==> src/psc_pkg.sv <==
// Package: indices, field layout and reset values of the packet statistics counters
package psc_pkg;
   // Counter, word and index widths
   localparam int unsigned CNT_W = 48;
   localparam int unsigned WORD_W = 16;
   localparam int unsigned IDX_W = 5;
   // Address port field layout
   localparam int unsigned ADDR_READ_BIT = 15;
   localparam int unsigned ADDR_IDX_LSB = 0;
   // Advanced register indices
   localparam logic [IDX_W-1:0] IDX_GOOD_RX_HIGH = 5'h02;
   localparam logic [IDX_W-1:0] IDX_GOOD_RX_MID = 5'h03;
   localparam logic [IDX_W-1:0] IDX_GOOD_RX_LOW = 5'h04;
   localparam logic [IDX_W-1:0] IDX_CRC_HIGH = 5'h05;
   localparam logic [IDX_W-1:0] IDX_CRC_MID = 5'h06;
   localparam logic [IDX_W-1:0] IDX_CRC_LOW = 5'h07;
   localparam logic [IDX_W-1:0] IDX_RXERR_FRAME = 5'h08;
   localparam logic [IDX_W-1:0] IDX_RXERR_IDLE = 5'h09;
   localparam logic [IDX_W-1:0] IDX_TX_HIGH = 5'h0a;
   localparam logic [IDX_W-1:0] IDX_TX_MID = 5'h0b;
   // Reset and unmapped read values
   localparam logic [WORD_W-1:0] WORD_RST = 16'h0000;
   localparam logic [WORD_W-1:0] UNMAPPED_WORD = 16'h0000;
   typedef logic [WORD_W-1:0] psc_word_t;
   typedef logic [IDX_W-1:0] psc_idx_t;
endpackage

==> src/psc_cnt_if.sv <==
// Interface: increment, clear and value of one statistics counter
`timescale 1ns/100ps
`default_nettype none
interface psc_cnt_if #(parameter int unsigned W = 48);
   logic inc;
   logic clr;
   logic [W-1:0] value;
   modport ctr (input inc, input clr, output value);
   modport user (output inc, output clr, input value);
endinterface
`default_nettype wire

==> src/psc_counter.sv <==
// Module: one clear-on-demand event counter
`timescale 1ns/100ps
`default_nettype none
module psc_counter #(
   parameter int unsigned W = 48
) (
   // Clock and reset
   input wire logic ref_clk,
   input wire logic nrst,
   // Counter port
   psc_cnt_if.ctr cnt
);
   import psc_pkg::*;

   logic [W-1:0] nxt_value;

   always_comb
   begin
      if (cnt.clr)
      begin
         // Event in the clearing cycle is kept
         nxt_value = cnt.inc ? W'(1) : '0;
      end
      else if (cnt.inc)
      begin
         nxt_value = cnt.value + W'(1);
      end
      else
      begin
         nxt_value = cnt.value;
      end
   end

   always_ff @(posedge ref_clk)
   begin
      if (!nrst)
      begin
         cnt.value <= '0;
      end
      else
      begin
         cnt.value <= nxt_value;
      end
   end
endmodule
`default_nettype wire

==> src/psc_rx_ctl_decode.sv <==
// Module: receive control pin decode and error edge detection
`timescale 1ns/100ps
`default_nettype none
module psc_rx_ctl_decode (
   // Clock and reset
   input wire logic ref_clk,
   input wire logic nrst,
   // Receive control pin, rising and falling half samples
   input wire logic rxCtlRise,
   input wire logic rxCtlFall,
   // Error edge events
   output logic errInFrame,
   output logic errInIdle
);
   import psc_pkg::*;

   logic [1:0] syncA_ff;
   logic [1:0] syncB_ff;
   logic rxDv;
   logic rxEr;
   logic rxErPrev_ff;
   logic errRise;

   // Two-stage synchronisers
   always_ff @(posedge ref_clk)
   begin
      if (!nrst)
      begin
         syncA_ff <= 2'h0;
         syncB_ff <= 2'h0;
      end
      else
      begin
         syncA_ff <= {syncA_ff[0], rxCtlRise};
         syncB_ff <= {syncB_ff[0], rxCtlFall};
      end
   end

   // Valid on rising half, error is the xor of both halves
   assign rxDv = syncA_ff[1];
   assign rxEr = syncA_ff[1] ^ syncB_ff[1];

   always_ff @(posedge ref_clk)
   begin
      if (!nrst)
      begin
         rxErPrev_ff <= 1'b0;
      end
      else
      begin
         rxErPrev_ff <= rxEr;
      end
   end

   assign errRise = rxEr && !rxErPrev_ff;
   assign errInFrame = errRise && rxDv;
   assign errInIdle = errRise && !rxDv;
endmodule
`default_nettype wire

==> src/psc_stat_counters.sv <==
// Module: packet statistics counters behind the advanced register port
`timescale 1ns/100ps
`default_nettype none
// Summary of operation
// - Good receive packets counted in 48 bits, shown as high, mid, low words.
// - Reading the good-receive high word returns it, then clears all 48 bits.
// - CRC checker errors counted in 48 bits, shown as three words.
// - Reading the CRC high word returns it, then clears the whole counter.
// - Rising receive errors while data valid is high are counted in 16 bits.
// - Rising receive errors while data valid is low are counted separately.
// - Receive valid and error both come from the receive control pin.
// - Transmitted packets counted in 48 bits; high and mid words readable.
// - Reading the transmit high word returns it, then clears the counter.
// - Writes to the counter words are ignored.
module psc_stat_counters (
   // Clock and reset
   input wire logic ref_clk,
   input wire logic nrst,
   // Advanced register address port and read data port
   input wire logic addrPortWr,
   input wire psc_pkg::psc_word_t addrPortData,
   output psc_pkg::psc_word_t rdDataPort,
   // Traffic events from the datapath
   input wire logic goodRxPkt,
   input wire logic crc_error_count,
   input wire logic tx_packet_count,
   // Receive control pin samples
   input wire logic rxCtlRise,
   input wire logic rxCtlFall
);
   import psc_pkg::*;

   psc_cnt_if #(.W(CNT_W)) goodIf ();
   psc_cnt_if #(.W(CNT_W)) crcIf ();
   psc_cnt_if #(.W(CNT_W)) txIf ();
   psc_cnt_if #(.W(WORD_W)) frameErrIf ();
   psc_cnt_if #(.W(WORD_W)) idleErrIf ();

   logic addrRead;
   psc_idx_t rdIdx;
   psc_word_t nxt_rdData;
   psc_word_t rdData_ff;
   logic errInFrame;
   logic errInIdle;

   // Word of a 48-bit counter, 0 low, 1 mid, 2 high
   function automatic psc_word_t word_of(input logic [CNT_W-1:0] v, input int unsigned sel);
      psc_word_t w;
      w = v[sel*WORD_W +: WORD_W];
      return w;
   endfunction

   // Only a write with the read bit set starts an access
   assign addrRead = addrPortWr && addrPortData[ADDR_READ_BIT];
   assign rdIdx = addrPortData[ADDR_IDX_LSB +: IDX_W];

   // Event counters
   psc_counter #(.W(CNT_W)) u_good (.ref_clk(ref_clk), .nrst(nrst), .cnt(goodIf.ctr));
   psc_counter #(.W(CNT_W)) u_crc (.ref_clk(ref_clk), .nrst(nrst), .cnt(crcIf.ctr));
   psc_counter #(.W(CNT_W)) u_tx (.ref_clk(ref_clk), .nrst(nrst), .cnt(txIf.ctr));
   psc_counter #(.W(WORD_W)) u_frameErr (.ref_clk(ref_clk), .nrst(nrst), .cnt(frameErrIf.ctr));
   psc_counter #(.W(WORD_W)) u_idleErr (.ref_clk(ref_clk), .nrst(nrst), .cnt(idleErrIf.ctr));

   psc_rx_ctl_decode u_rxDecode (
      .ref_clk(ref_clk),
      .nrst(nrst),
      .rxCtlRise(rxCtlRise),
      .rxCtlFall(rxCtlFall),
      .errInFrame(errInFrame),
      .errInIdle(errInIdle)
   );

   assign goodIf.inc = goodRxPkt;
   assign crcIf.inc = crc_error_count;
   assign txIf.inc = tx_packet_count;
   assign frameErrIf.inc = errInFrame;
   assign idleErrIf.inc = errInIdle;

   // Clear only on high word or 16-bit counter reads
   assign goodIf.clr = addrRead && (rdIdx == IDX_GOOD_RX_HIGH);
   assign crcIf.clr = addrRead && (rdIdx == IDX_CRC_HIGH);
   assign txIf.clr = addrRead && (rdIdx == IDX_TX_HIGH);
   assign frameErrIf.clr = addrRead && (rdIdx == IDX_RXERR_FRAME);
   assign idleErrIf.clr = addrRead && (rdIdx == IDX_RXERR_IDLE);

   // Selected word, taken before any clear lands
   always_comb
   begin
      case (rdIdx)
         IDX_GOOD_RX_HIGH: nxt_rdData = word_of(goodIf.value, 2);
         IDX_GOOD_RX_MID: nxt_rdData = word_of(goodIf.value, 1);
         IDX_GOOD_RX_LOW: nxt_rdData = word_of(goodIf.value, 0);
         IDX_CRC_HIGH: nxt_rdData = word_of(crcIf.value, 2);
         IDX_CRC_MID: nxt_rdData = word_of(crcIf.value, 1);
         IDX_CRC_LOW: nxt_rdData = word_of(crcIf.value, 0);
         IDX_RXERR_FRAME: nxt_rdData = frameErrIf.value;
         IDX_RXERR_IDLE: nxt_rdData = idleErrIf.value;
         IDX_TX_HIGH: nxt_rdData = word_of(txIf.value, 2);
         IDX_TX_MID: nxt_rdData = word_of(txIf.value, 1);
         default: nxt_rdData = UNMAPPED_WORD;
      endcase
   end

   // Read data port holds the last read word
   always_ff @(posedge ref_clk)
   begin
      if (!nrst)
      begin
         rdData_ff <= WORD_RST;
      end
      else if (addrRead)
      begin
         rdData_ff <= nxt_rdData;
      end
   end

   assign rdDataPort = rdData_ff;
endmodule
`default_nettype wire

==> config.mk <==
export PLATFORM = sky130hd
export DESIGN_NAME = psc_stat_counters
export DESIGN_NICKNAME = d
export VERILOG_FILES = /design/src/psc_pkg.sv /design/src/psc_cnt_if.sv /design/src/psc_counter.sv /design/src/psc_rx_ctl_decode.sv /design/src/psc_stat_counters.sv
export SDC_FILE = /design/constraint.sdc
export NUM_CORES = 1
export LEC_CHECK = 0
export ABC_AREA = 1
export BUFFER_PORTS_ARGS = -buffer_cell sky130_fd_sc_hd__buf_2
export CORE_MARGIN = 2
export CORE_UTILIZATION = 55
export CTS_BUF_LIST = sky130_fd_sc_hd__clkbuf_2 sky130_fd_sc_hd__clkbuf_4 sky130_fd_sc_hd__clkbuf_8
export DETAILED_ROUTE_END_ITERATION = 10
export HOLD_SLACK_MARGIN = 0.05
export PLACE_DENSITY = 0.72
export RECOVER_POWER = 100
export SLEW_MARGIN = 20
export SYNTH_ARGS = -nofsm -noshare
export SYNTH_HDL_FRONTEND = slang
export SYNTH_HIERARCHICAL = 1
export SYNTH_SLANG_ARGS = --single-unit
==> constraint.sdc <==
create_clock -name ref_clk -period 3.1 [get_ports ref_clk]
set_input_delay 0.31 -clock ref_clk [delete_from_list [all_inputs] [get_ports ref_clk]]
set_output_delay 0.31 -clock ref_clk [all_outputs]
set_load 0.02 [all_outputs]
# ---- Yosys cells after proc, flatten, opt, wreduce, memory -nomap -nowiden
# Index checks and enable logic that the tools add are counted.
dict set report classes {
  reduce_logical 16
  mux 16
  addsub 5
  bitwise 1
  n_eq_ne 10
}
# operator n
set ops {}
lappend ops {{$mux W48} 6}
lappend ops {{$pmux W16 S10} 1}
lappend ops {{$add A48 B1 Y48 const B} 3}
lappend ops {{$mux W16} 4}
lappend ops {{$add A16 B1 Y16 const B} 2}
lappend ops {{$eq A5 B3 Y1 const B} 4}
lappend ops {{$eq A5 B4 Y1 const B} 4}
lappend ops {{$eq A5 B2 Y1 const B} 2}
lappend ops {{$reduce_bool A2 Y1} 5}
lappend ops {{$logic_and A1 B1 Y1} 9}
lappend ops {{$mux W1} 5}
lappend ops {{$logic_not A1 Y1} 2}
lappend ops {{$xor A1 B1 Y1} 1}
dict set report word_totals {
  out_inout_bits 16
  reg_bits 197
  word_cells 57
}

# ---- Logic depth before layout (Yosys ltp)
dict set report depth {
  ltp_word 5
  mapped_depth 16
  ltp_nobuf 14
}

# ---- Modules after synthesis
# The synthesis kept the hierarchy.
# module area_each_um2 cells_each n_inst seq_area_each_um2
set modules_own_cells {}
lappend modules_own_cells {{psc_counter (u_crc ...)} 2920.3 466 3 960.9}
lappend modules_own_cells {psc_stat_counters 2225.9 428 1 320.3}
lappend modules_own_cells {{psc_counter (u_frameErr ...)} 827.0 128 2 320.3}
lappend modules_own_cells {psc_rx_ctl_decode 165.2 21 1 100.1}

# ---- Least setup slack after synthesis
# No wires, ideal clock.
dict set report synth_timing {
  kind {input -> register}
  startpoint {in addrPortData[0]}
  endpoint {reg u_crc.cnt.value[34]}
  path_slack_ps 808
  required_ps 2990
  stages 15
  setup_time_ps 110
  n_path_buf 2
  arrival_time_ps 2182
  cell_sequence {inv_2 > nor2_2 > clkbuf_1 > inv_1 > nor4_1 > nor2_4 > inv_2 > buf_6 > nand3_1 > nor2_1 > nand2_1 > nor2_1 > nand2_1 > nand2_1 > nor2_1}
}
dict set report synth_via {
  elab_chain_cells 3
  word_cells_on_any_way 4
  classes_between {1 x eq/ne; 1 x mux; 2 x reduce/logical}
}
# element line
set synth_lines {}
lappend synth_lines {{from (decl)} psc_stat_counters.sv:21} ;# input wire psc_pkg::psc_word_t addrPortData,
lappend synth_lines {{$eq A5 B3 Y1 *} psc_stat_counters.sv:81} ;# assign crcIf.clr = addrRead && (rdIdx == IDX_CRC_HIGH);
lappend synth_lines {{$logic_and A1 B1 Y1 *} psc_stat_counters.sv:81}
lappend synth_lines {{named net crcIf.clr} psc_cnt_if.sv:6} ;# logic clr;
lappend synth_lines {{$mux W48 / $reduce_bool A2 Y1 (equally long branches)} n/a}
lappend synth_lines {{to (signal assigned)} psc_counter.sv:42} ;# cnt.value <= nxt_value;
lappend synth_lines {{to (decl)} psc_cnt_if.sv:8} ;# modport ctr (input inc, input clr, output value);
# The timed path passes the listed nets; every way through them passes the cells marked *.
# A chain may end at the register's enable or synchronous reset.

# ---- Final worst setup path
dict set report layout_timing {
  startpoint {in addrPortData[3]}
  endpoint {reg u_crc.cnt.value[29]}
}
# The elaborated chain is that of the path after synthesis.

==> results.md <==
* Gr usage total at 30.03%
* Top cells by area, synth: dfxtp_1 31%, nand2_1 17%, nor2_1 10%
* Post-synth EDFFs at 0
* Final setup TNS at 0 ns
* Worst Hold Launch: crc_error_count
* Antenna Nets Post-Route at 0
* PD cells at 327.1 nW/um^2
* Final Critical Period at 2.446 ns
* Final WL at 36.47 mm
* Layout filler cell count at 2317
* DP HPWL at 28.04 mm
* Worst skew pair latency at 0.49 ns
* Max-Slew Margin vs Limit at 39.41%
* Worst r2r src: u_tx/cnt.value[1]
* Total of warnings raised by yosys at 6
* Clk buf depth at 2
* Most frequent cell after synthesis: nand2_1
* Routed vias at 13193
* Final hold vios at 0
* DRT iter0 DRCs at 1222
* Cell taking the most area after synthesis: dfxtp_1
* Clock skew at 0.02191 ns
* Synth Instances at 2103
* Worst r2r dst: u_tx/cnt.value[32]
* Cell variety after synth at 35
* Slowest cell on the critical path: inv_1
* CTS sink count at 197
* Avg Synthesized Cell Area at 6.089 sq um
* Register area at 3944 sq um
* TritonCTS clock tree: yes
* Crit path buf inv count at 3
* Worst VDD drop at 207.6 uV
* Worst-path fanout max at 18
* Initial antenna violation count at 0
* DRC Markers at 0
* DRT Pass-1 Iters at 6
* Post-CTS resize count at 0
* Tightest Pin Transition at 0.9055 ns
* Commonest cells in the netlist: 566 x nand2_1, 349 x nor2_1, 278 x inv_1
* First-pass GRT wire length at 58.59 mm
* Die height at 156.6 um
* Synth Net Count at 2132
* Worst Path Required at 3.49 ns
* R2R depth at 8
* CTS Buf Count at 17
* CP delay by family, top: simple AND/OR/NAND/NOR gates
* Seq/Total Area, Yosys at 30.80%
* Pin count of the biggest net entering global routing at 45
* CP Cell Sequence: clkbuf_1, inv_1, nand2_1, nor4_1, clkbuf_1, nor2_1, nor2_1, nand2_1, nor2_4, nand2_1, nor2_2, nand2_1, nand2_1, nor2_1
* Post-synth top area share at 30.80%
* Worst R2R Setup Slack at 1.08 ns
* Avg Vias per Cell at 5.387
* Layout area overhead at 5.344%
* Overflow after GRT at 0
* Status: finished, final reports clean
* Max incr delay on CP at 0.44 ns
* Most used cell, CP: nand2_1
* Top FF cell, synth: dfxtp_1
* Final #Nets at 2152
* Seq cells post-synth at 197
* Max Cap Viol at 0
* Die area at 24520 sq um
* Worst min path class: in2reg
* RSZ-0062 raised after global routing: no
* Crit path depth at 14
* Fin crit share at 78.89%
* Max Slew Vio Count at 0
* I/O pins at 40
* Netlist Area Pre-Place at 12810 sq um
* Layout cell share with drive strength beyond 1 at 9.504%
* Crit start category: input port
* Routability cong. at 0.9604
* Final setup viols at 0
* Floorplan core area at 22780 sq um
* Fmax at 0.4089 GHz
* Fin Hold WS at 0.1169 ns
* WHS Endpoint: u_crc/cnt.value[1]
* H-Tree Depth at 4
* CP arrival at 2.84 ns
* Leak at 5.283 nW
* Diode count at 0
* Hold path cells at 3
* Vias in the first global route at 11983
* FP Rows at 55
* Multi-input logic area at 7420 sq um
* Clk slew on worst S/H paths at 0.10 ns
* Async SR Flop Fraction at 0%
* Root buffer cell: clkbuf_8
* WS Path Type: in2reg
* Starting Density at 56.22%
* IO Port Bufs at 29
* WL/cell at 14.89 um
* Endpoint class of the critical path: register
* Die Wd at 156.6 um
## flip-flops by register name (all words and copies together) (netlist names)
name	flops
u_frameErr/cnt.value	16
u_tx/cnt.value	48
u_idleErr/cnt.value	16
u_rxDecode/syncA_ff	2
rdDataPort	16
u_crc/cnt.value	48
u_rxDecode/syncB_ff	2
u_good/cnt.value	48
u_rxDecode/rxErPrev_ff	1
## final cells by class
cell class                 count  area share [%]
multi-input combinational   1565           55.00
sequential                   197           29.23
inverter                     292           8.125
tap                          313           2.903
timing repair buffer          50           2.013
clock buffer                  18           1.836
clock inverter                14          0.8904
## worst max path at each step
stage                    startpoint                    to
floorplan           addrPortData[0]   u_crc/cnt.value[34]
global placement    addrPortData[3]   u_crc/cnt.value[17]
detailed placement  addrPortData[3]   u_crc/cnt.value[25]
CTS                 addrPortData[3]   u_crc/cnt.value[25]
global route             addrPortWr  u_good/cnt.value[13]
finish              addrPortData[3]   u_crc/cnt.value[29]
## layout by cell type, fill, tap and decap left out, types with 7 or more instances in the layout
cell type / instances
nor2_1: 354
o21ai_1: 12
nand2_2: 20
nand4_1: 96
a31oi_1: 9
clkbuf_1: 21
nand3_1: 141
nor2_4: 33
buf_2: 12
inv_2: 10
clkbuf_8: 18
o21bai_2: 9
nand2_4: 7
nand2_1: 572
nor3_1: 32
buf_4: 15
nand3_2: 12
nor2_2: 47
dfxtp_1: 197
o21ai_0: 69
a21oi_1: 117
inv_1: 282
## kinds of logic (layout without fill, tap and decap cells)
| logic type | Yosys count | after routing | synth area share, % |
|---|---|---|---|
| AO/OA/AOI/OAI | 231 | 231 | 9.888 |
| adder cells (fa/ha/maj) | 5 | 5 | 0.4885 |
| buffers and inverters | 341 | 374 | 10.59 |
| AND/OR/NAND/NOR | 1329 | 1329 | 48.24 |
| flip-flops | 197 | 197 | 30.80 |
## metrics by stage
stage / cells / instance area, sq um / worst slack (ns) / util, % / power (mW)
CTS: 2449 / 13620 / 1.159 / 59.81 / 4.461
detailed placement: 2415 / 13240 / 0.6357 / 58.10 / 2.848
floorplan: 2103 / 12810 / 0.8083 / - / 2.780
global route: 2449 / 13490 / 0.4794 / 59.23 / 4.578
finish: 2449 / 13490 / 0.6544 / 59.23 / 4.413
global placement: 2415 / 13240 / 0.6546 / 58.10 / 2.843
## worst min-delay path, delay by kind of cell
kind | cells | cell delay, ns
AO/OA/AOI/OAI | 1 | 0.05
buffers and inverters | 1 | 0.13
AND/OR/NAND/NOR | 1 | 0.06
## metal layers
layer	vias to the layer above	global-route usage (%)	part of all wire, %
met5	-	0	0
met4	0	11.53	3.5
met3	83	3.849	5.8
met2	396	49.49	45
met1	5967	40.10	46
li1	6747	-	-
## timing repair
| item | 4_1_cts | 5_1_grt |
|---|---|---|
| hold buffers | 2 | 0 |
| buffers inserted | 0 | 0 |
| endpoints found under the hold margin | 2 | 0 |
## power breakdown
part	internal, mW	switching, mW
registers	2.54	0.0139
logic	0.0561	0.181
clock network	0.601	1.02
No activity file was read; power rests on OpenSTA's default activity.
